`src/hw/aim_map.svh`:
```
`ifndef AIM_MAP_SVH
`define AIM_MAP_SVH
`define AIM_AXES 4
`define AIM_MARK_MIN_NS 150000
`define AIM_CLK_NS 4
`define AIM_MARK_MIN_CYC ((`AIM_MARK_MIN_NS + `AIM_CLK_NS - 1) / `AIM_CLK_NS)
`define AIM_SYNC_STAGES 2
`define AIM_VEL_W 16
`define AIM_BLOCK_W 12
`endif

```
`src/hw/aim_pkg.sv`:
```
package aim_pkg;
   typedef enum logic [1:0] {
      AIM_MANUAL = 2'b00,
      AIM_AUTO = 2'b01,
      AIM_PARAM = 2'b10
   } aim_mode_type;
endpackage

```
`src/hw/aim_sync.sv`:
```
`timescale 1ns/1ns
`include "aim_map.svh"
module aim_sync #(
   parameter int WIDTH = 8
) (
   input wire logic ref_clk_i,
   input wire logic rst_i,
   input wire logic [WIDTH-1:0] async_i,
   output logic [WIDTH-1:0] sync_o
);
   // =====================================
   // two-stage synchroniser
   logic [WIDTH-1:0] meta_reg;
   logic [WIDTH-1:0] sync_reg;
   always_ff @(posedge ref_clk_i) begin
      if (rst_i) begin
         meta_reg <= '0;
         sync_reg <= '0;
      end else begin
         meta_reg <= async_i;
         sync_reg <= meta_reg;
      end
   end
   assign sync_o = sync_reg;
endmodule

```
`src/hw/aim_top.sv`:
```
`timescale 1ns/1ns
`include "aim_map.svh"
module aim_top #(
   parameter int AXES = `AIM_AXES,
   parameter int VEL_W = `AIM_VEL_W,
   parameter int BLOCK_W = `AIM_BLOCK_W
) (
   input wire logic ref_clk_i,
   input wire logic rst_i,
   input wire logic auto_select_i,
   input wire logic param_select_i,
   input wire logic [AXES-1:0] jog_reverse_i,
   input wire logic [AXES-1:0] amp_ready_i,
   input wire logic restart_request_i,
   input wire logic mark_input_i,
   input wire logic mark_search_i,
   input wire logic error_i,
   input wire logic hard_fault_i,
   input wire logic auto_permit_i,
   input wire logic restart_condition_i,
   input wire logic restart_enable_i,
   input wire logic [BLOCK_W-1:0] restart_routine_setting_i,
   input wire logic [VEL_W-1:0] jog_velocity_setting_i,
   output aim_pkg::aim_mode_type mode_o,
   output logic manual_ind_o,
   output logic auto_ind_o,
   output logic param_ind_o,
   output logic invalid_mode_o,
   output logic [AXES-1:0] amplifier_enable_out_o,
   output logic [AXES-1:0] amp_confirm_o,
   output logic [AXES-1:0] jog_reverse_active_o,
   output logic [VEL_W-1:0] jog_reverse_velocity_o,
   output logic restart_possible_o,
   output logic restart_launch_o,
   output logic [BLOCK_W-1:0] restart_block_o,
   output logic mark_event_o,
   output logic mark_present_o
);
   import aim_pkg::*;

   // =====================================
   // input synchronisation
   localparam int SW = 2 * AXES + 4;
   logic [SW-1:0] raw_in;
   logic [SW-1:0] sync_in;
   assign raw_in = {auto_select_i, param_select_i, jog_reverse_i, amp_ready_i, restart_request_i, mark_input_i};

   aim_sync #(.WIDTH(SW)) u_sync (
      .ref_clk_i(ref_clk_i),
      .rst_i(rst_i),
      .async_i(raw_in),
      .sync_o(sync_in)
   );

   wire auto_s = sync_in[SW-1];
   wire param_s = sync_in[SW-2];
   wire [AXES-1:0] jog_s = sync_in[2*AXES+1:AXES+2];
   wire [AXES-1:0] ready_s = sync_in[AXES+1:2];
   wire restart_s = sync_in[1];
   wire mark_s = sync_in[0];

   // one-cycle event on a low-to-high step of a synchronised level
   function automatic logic rise_of(input logic now_v, input logic last_v);
      return now_v & ~last_v;
   endfunction

   // =====================================
   // mode selection
   aim_mode_type mode_reg;
   aim_mode_type mode_next;
   logic sampled_reg;
   // parameter overrides; automatic comes back by itself once param drops because select is level
   assign mode_next = param_s ? AIM_PARAM : (auto_s ? AIM_AUTO : AIM_MANUAL);
   wire invalid_w = auto_s & param_s;
   wire err_any = error_i | hard_fault_i | invalid_mode_o;

   always_ff @(posedge ref_clk_i) begin
      if (rst_i) begin
         mode_reg <= AIM_MANUAL;
         sampled_reg <= 1'b0;
      end else begin
         mode_reg <= mode_next;
         sampled_reg <= 1'b1;
      end
   end
   assign mode_o = mode_reg;

   // =====================================
   // indicators and amplifier enables
   logic manual_reg;
   logic auto_reg;
   logic param_reg;
   logic invalid_reg;
   logic [AXES-1:0] amp_reg;
   wire is_manual = (mode_reg == AIM_MANUAL);
   wire is_auto = (mode_reg == AIM_AUTO);
   wire is_param = (mode_reg == AIM_PARAM);
   wire [AXES-1:0] amp_next = (is_param | hard_fault_i | ~sampled_reg) ? '0 : ready_s;

   always_ff @(posedge ref_clk_i) begin
      if (rst_i) begin
         manual_reg <= 1'b1;
         auto_reg <= 1'b0;
         param_reg <= 1'b0;
         invalid_reg <= 1'b0;
         amp_reg <= '0;
      end else begin
         // error must pull manual low even though the mode stays manual
         manual_reg <= is_manual & ~err_any;
         auto_reg <= is_auto & auto_permit_i & ~hard_fault_i & ~error_i;
         param_reg <= is_param;
         invalid_reg <= invalid_w;
         amp_reg <= amp_next;
      end
   end
   assign manual_ind_o = manual_reg;
   assign auto_ind_o = auto_reg;
   assign param_ind_o = param_reg;
   assign invalid_mode_o = invalid_reg;
   assign amplifier_enable_out_o = amp_reg;
   assign amp_confirm_o = amp_reg;

   // =====================================
   // reverse jog
   logic [AXES-1:0] jog_reg;
   always_ff @(posedge ref_clk_i) begin
      if (rst_i) begin
         jog_reg <= '0;
      end else begin
         // release stops at once; amplifier must be enabled to move
         jog_reg <= is_manual ? (jog_s & amp_next) : '0;
      end
   end
   assign jog_reverse_active_o = jog_reg;
   logic [VEL_W-1:0] vel_reg;
   always_ff @(posedge ref_clk_i) begin
      if (rst_i) begin
         vel_reg <= '0;
      end else begin
         vel_reg <= jog_velocity_setting_i;
      end
   end
   assign jog_reverse_velocity_o = vel_reg;

   // =====================================
   // restart request
   logic restart_d_reg;
   logic launch_reg;
   logic possible_reg;
   logic [BLOCK_W-1:0] block_reg;
   wire restart_rise = rise_of(restart_s, restart_d_reg);
   wire possible_w = restart_enable_i & restart_condition_i;
   always_ff @(posedge ref_clk_i) begin
      if (rst_i) begin
         restart_d_reg <= 1'b0;
         launch_reg <= 1'b0;
         possible_reg <= 1'b0;
         block_reg <= '0;
      end else begin
         restart_d_reg <= restart_s;
         launch_reg <= restart_rise & possible_w;
         possible_reg <= possible_w;
         block_reg <= restart_routine_setting_i;
      end
   end
   assign restart_launch_o = launch_reg;
   assign restart_possible_o = possible_reg;
   assign restart_block_o = block_reg;

   // =====================================
   // registration mark
   // only the primary mark input exists; secondary ones are left out on purpose
   logic mark_d_reg;
   logic mark_ev_reg;
   logic mark_lvl_reg;
   wire mark_rise = rise_of(mark_s, mark_d_reg);
   always_ff @(posedge ref_clk_i) begin
      if (rst_i) begin
         mark_d_reg <= 1'b0;
         mark_ev_reg <= 1'b0;
         mark_lvl_reg <= 1'b0;
      end else begin
         mark_d_reg <= mark_s;
         // sampled every cycle, so far shorter pulses than 150 us are caught
         mark_ev_reg <= mark_rise & mark_search_i;
         mark_lvl_reg <= mark_s;
      end
   end
   assign mark_event_o = mark_ev_reg;
   assign mark_present_o = mark_lvl_reg;

   // =====================================
   // checks
   amp_param_a: assert property (@(posedge ref_clk_i) disable iff (rst_i)
      is_param |=> amplifier_enable_out_o == '0) else $error("amp on in param mode");
   amp_mirror_a: assert property (@(posedge ref_clk_i) disable iff (rst_i)
      amp_confirm_o == amplifier_enable_out_o) else $error("confirm differs");
   jog_ignore_a: assert property (@(posedge ref_clk_i) disable iff (rst_i)
      !is_manual |=> jog_reverse_active_o == '0) else $error("jog outside manual");
   jog_stop_a: assert property (@(posedge ref_clk_i) disable iff (rst_i)
      !jog_s[0] |=> !jog_reverse_active_o[0]) else $error("jog not stopped");
   restart_gate_a: assert property (@(posedge ref_clk_i) disable iff (rst_i)
      restart_launch_o |-> $past(possible_w) && $past(restart_rise)) else $error("bad restart");
   restart_one_a: assert property (@(posedge ref_clk_i) disable iff (rst_i)
      restart_launch_o |=> !restart_launch_o) else $error("restart not one cycle");
   param_ind_a: assert property (@(posedge ref_clk_i) disable iff (rst_i)
      param_s |-> ##2 param_ind_o) else $error("param indicator missing");
   invalid_sel_a: assert property (@(posedge ref_clk_i) disable iff (rst_i)
      invalid_w |=> invalid_mode_o ##1 !manual_ind_o) else $error("invalid mode missed");
   manual_err_a: assert property (@(posedge ref_clk_i) disable iff (rst_i)
      error_i |=> !manual_ind_o) else $error("manual during error");
   mark_catch_a: assert property (@(posedge ref_clk_i) disable iff (rst_i)
      mark_search_i && mark_rise |=> mark_event_o) else $error("mark missed");
   amp_fault_a: assert property (@(posedge ref_clk_i) disable iff (rst_i)
      hard_fault_i |=> amplifier_enable_out_o == '0) else $error("amp on during hard fault");
   auto_fault_a: assert property (@(posedge ref_clk_i) disable iff (rst_i)
      hard_fault_i |=> !auto_ind_o) else $error("auto shown during hard fault");
endmodule

```
`config.mk`:
```
export PLATFORM = sky130hd
export DESIGN_NAME = aim_top
export DESIGN_NICKNAME = d
export VERILOG_FILES = /design/src/hw/aim_pkg.sv /design/src/hw/aim_sync.sv /design/src/hw/aim_top.sv
export VERILOG_INCLUDE_DIRS = /design/src /design/src/hw
export SDC_FILE = /design/constraint.sdc
export NUM_CORES = 1
export LEC_CHECK = 0
export BUFFER_PORTS_ARGS = -buffer_cell sky130_fd_sc_hd__buf_4
export CORE_MARGIN = 2
export CORE_UTILIZATION = 35
export DETAILED_ROUTE_END_ITERATION = 12
export GPL_TIMING_DRIVEN = 0
export SLEW_MARGIN = 0
export SYNTH_ARGS = -nofsm -noshare
export SYNTH_HDL_FRONTEND = slang
export SYNTH_SLANG_ARGS = --single-unit
```
`constraint.sdc`:
```
create_clock -name ref_clk_i -period 1.9 [get_ports ref_clk_i]
set_input_delay 0.095 -clock ref_clk_i [delete_from_list [all_inputs] [get_ports ref_clk_i]]
set_output_delay 0.095 -clock ref_clk_i [all_outputs]
set_load 0.02 [all_outputs]
```
Word level (Yosys, flattened, before mapping)
Cells that the tools add are included.
Widths: inputs -> output; s select.
{ "word_totals": {"register_bits": 72, "latchBits": 0, "ram_bits": 0, "rom_bits": 0, "in_bits": 48, "output_inout_bits": 50, "elab_cells": 49, "memories": 0} }
{ "classes": {"n_addsub": 0, "n_mul": 0, "n_div": 0, "order_cmp": 0, "eq_ne": 2, "shifts": 0, "mux": 4, "n_bitwise": 22, "n_reduce_logical": 3} }
{ "ops": {"columns": ["cell", "n"], "rows": [
  ["$and 1x1->1", 10],
  ["$not 1->1", 7],
  ["$and 4x4->4", 1],
  ["$mux 4", 1],
  ["$or 1x1->1", 4],
  ["$reduce_or 2->1", 2],
  ["$eq 2x1->1 const B", 1],
  ["$eq 2x2->1 const B", 1],
  ["$logic_not 2->1", 1],
  ["$mux 1", 2],
  ["$mux 2", 1]
]} }

Logic depth before layout (Yosys ltp)
{ "depth": {"ltp_word": 5, "ltp_mapped": 3, "ltp_nobuf": 2} }

Cells and area by module
From an unflattened synthesis, not the netlist that was laid out.
{ "unflattened": {"cells_unflattened": 164, "area_unflattened_um2": 2079.5} }
{ "modules_own_cells": {"columns": ["module", "instances", "cells_per_inst", "area_each_um2", "seq_area_each_um2"], "rows": [
  ["aim_top", 1, 114, 1386.3, 960.9],
  ["aim_sync", 1, 50, 693.2, 480.5]
]} }

Worst setup path before layout
OpenSTA, ideal clock, no wires.
{ "synth_timing": {"kind": "register -> register", "startpoint": "register mode_reg[1], in the netlist mode_o[1]", "endpoint": "register manual_reg, in the netlist manual_ind_o", "setup_ns": 0.074, "arrival_time_ns": 1.040, "required_time_ns": 1.826, "path_slack_ns": 0.785, "stages_incl_launch_ff": 3, "path_buffers": 0, "period_less_slack_ns": 1.115, "path_cell_list": "dfxtp_1 > or4_1 > o21ai_0"} }
{ "synth_between": {"elab_chain_cells": 2} }
{ "synth_lines": {"columns": ["item", "line", "rtl"], "rows": [
  ["start, declared", "aim_top.sv:69", "aim_mode_type mode_reg;"],
  ["start signal, assigned", "aim_top.sv:82", "mode_reg <= mode_next;"],
  ["$logic_not 2->1", "aim_top.sv:95", "wire is_manual = (mode_reg == AIM_MANUAL);"],
  ["$and 1x1->1", "aim_top.sv:109", "manual_reg <= is_manual & ~err_any;"],
  ["end signal, assigned", "aim_top.sv:109", null],
  ["end, declared", "aim_top.sv:90", "logic manual_reg;"]
]} }
Every way passes these cells.
A chain may end at the register's enable or synchronous reset.

Final worst setup path
{ "layout_timing": {"startpoint": "register mode_reg[0], in the netlist mode_o[0]", "endpoint": "register auto_reg, in the netlist auto_ind_o"} }
{ "layout_between": {"elab_chain_cells": 4} }
{ "layout_lines": {"columns": ["item", "line", "rtl"], "rows": [
  ["$eq 2x1->1", "aim_top.sv:96", "wire is_auto = (mode_reg == AIM_AUTO);"],
  ["$and 1x1->1 (3 in a row)", "aim_top.sv:110", "auto_reg <= is_auto & auto_permit_i & ~hard_fault_i & ~error_i;"],
  ["end signal, assigned", "aim_top.sv:110", null],
  ["end, declared", "aim_top.sv:91", "logic auto_reg;"]
]} }
Every way passes these cells.

==> flow_metrics.py <==
metrics = {
    "run_status": {
        "status": "completed",
    },
    "sta": {
        "finalSetupViolCount": 0,
        "skew_ns": 0.004671,
        "drv_slew": 0,
        "rsz0062_at_grt": "no",
        "final_hold_viol_count": 0,
        "tns_ns": 0,
        "max_freq_mhz": 744.6,
        "worst_slew_pin_slew_ns": 0.4175,
        "period_share": 0.7068,
        "max-slew-margin-rel": 0.7217,
        "fin_crit_ns": 1.343,
    },
    "final_layout": {
        "final_cell_mix": "101 x buf_4, 72 x dfxtp_1, 48 x nor2b_1",
        "num_antenna_cells": 0,
        "final_common_cell": "buf_4",
        "layout-drive-gt1-share": 0.3645,
        "fillerInstances": 466,
        "multi_input_area_sq_um": 513.0,
        "largest_register_ffs": 16,
        "area_delta_synth_final_pct": 71.92,
        "ff_latch_area_sq_mm": 0.001441,
        "final_nets": 365,
    },
    "route": {
        "via_per_inst": 3.947,
        "first_pass_iters": 3,
        "vias": 1551,
        "drc_errors": 0,
        "drt-total-wl_mm": 4.162,
        "wl_per_cell_um": 10.59,
        "dr.first_iter.drc_count": 36,
        "ant_nets": 0,
    },
    "global_route": {
        "grt_overflow": 0,
        "grtUsageTotal": 0.1398,
        "grt_max_degree": 12,
        "grt_pass1_wl_mm": 6.755,
        "antenna_found_initial": 0,
        "grt_pass1_vias": 1601,
    },
    "worst_hold_path": {
        "hold_class": "in2reg",
    },
    "floorplan": {
        "die_area_sq_mm": 0.006405,
        "die_h_um": 80.03,
        "start_util": 0.3652,
        "core_sq_mm": 0.005540,
        "row_count": 27,
        "io_pins": 98,
        "fp.dieW_um": 80.03,
    },
    "clocking": {
        "cts.sinks": 72,
        "cts_resized": 0,
        "clk_path_buf_depth": 2,
        "cts_root_buffer": "clkbuf_8",
        "tritoncts": "built",
        "htree_levels": 3,
        "cts.reportedPaths.clkPinSlew_ns": 0.07,
        "cts_buffers": 9,
        "insertion_delay_ns": 0.33,
        "post_cts_buffers": 0,
        "cts_hold_buffers": 45,
    },
    "power_and_ir_drop": {
        "p_comb_frac": 0.107,
        "p_int_w": 0.002405,
        "p_seq_frac": 0.522,
        "switching_share": 0.2115,
        "finalPower_w": 0.003050,
        "netSwitchingPower_w": 0.0006449,
        "power.density_mw_per_mm2": 876.8,
        "p_leak_nw": 1.598,
        "power_frac_clock": 0.371,
        "peakVddDrop_mv": 0.4774,
    },
    "place": {
        "portBuffers": 97,
        "gp_congestion": 0.7077,
        "hpwl_mm": 2.717,
    },
    "logic_synthesis": {
        "synth-warning-count": 0,
        "synth_area_sq_mm": 0.002023,
        "ys_types": 20,
        "ys_seq_area_frac": 0.7124,
        "ys.flop_type": "dfxtp_1",
        "synth_seq_cells": 72,
        "syn_nets": 212,
        "synthCells": 164,
        "avgSynthCellArea_sq_um": 12.34,
        "async_flop_share": 0,
        "synth_edf_count": 0,
    },
    "worst_setup_path": {
        "critical_path_class": "reg2reg",
        "cp_data_arrival_time_ns": 1.62,
        "crit_path_max_fanout": 8,
        "cp-start-kind": "flip-flop",
        "endpoint_kind": "flip-flop",
        "crit_required_ns": 2.17,
    },
    "run": {
        "cap_violations": 0,
    },
}
power by group through the flow:
| stage | sequential [W] | clock (W) | combinational (W) |
|---|---|---|---|
| after floorplan | 0.00167 | 0 | 0.0000648 |
| after global placement | 0.00162 | 0 | 0.000254 |
| after detailed placement | 0.00162 | 0 | 0.000256 |
| after CTS | 0.00159 | 0.00118 | 0.000330 |
| after global routing | 0.00160 | 0.00124 | 0.000355 |
| final | 0.00159 | 0.00113 | 0.000328 |
cells in the mapped netlist, types with 2 or more instances:
library cell / count / area [sq um]
and2_1: 2 / 12.51
dfxtp_1: 72 / 1441
nor2b_1: 48 / 300.3
buf_4: 4 / 30.03
nor4_1: 4 / 25.02
clkbuf_1: 5 / 18.77
and2b_1: 8 / 60.06
nand2_1: 5 / 18.77
nor3b_1: 5 / 37.54
per-stage QoR:
stage	util	instance area [sq um]	hold slack, ns	setup WS [ns]	instances
after floorplan	-	2023	0.1718	0.7853	164
after global placement	0.5129	2841	0.2723	0.7494	333
after detailed placement	0.5129	2841	0.2753	0.7267	333
after CTS	0.6278	3478	0.02228	0.5797	393
after global routing	0.6278	3478	0.04558	0.4882	393
final	0.6278	3478	0.03062	0.5570	393
worst paths after layout:
path | from | endpoint | slack, ns | cells past startpoint
worst max-delay path | mode_o[0] | auto_ind_o | 0.56 | 3
worst min register to register | restart_d_reg | restart_launch_o | 0.39 | 1
worst min-delay path | restart_enable_i | restart_launch_o | 0.03 | 3
worst max register to register | mode_o[0] | auto_ind_o | 0.56 | 3
final cells by class:
class	count	area share
flip-flops and latches	72	0.4144
clock buffers	11	0.04065
repair buffers	142	0.3388
inverters	1	0.001079
plain buffers	11	0.01871
well taps	72	0.02590
multi-input cells	80	0.1475
clock inverters	4	0.01295
logic make-up after synthesis:
group | after synthesis | share of synthesized area
AND/OR/NAND/NOR | 79 | 0.2511
AO/OA/AOI/OAI | 1 | 0.002471
buffers and inverters | 12 | 0.03401
flip-flops | 72 | 0.7124
metal layers:
metal / wire length, um / track usage
met3: 290 / 0.04864
met5: 0 / 0
met1: 1684 / 0.1469
met2: 2089 / 0.2400
met4: 98 / 0.08136
worst max-delay path: stages, from the launching register on:
cell and delay [ns]:
dfxtp_1 0.46, nand4bb_1 0.13, nor3_1 0.14, dlygate4sd3_1 0.56
(Power assumes the default switching activity.)
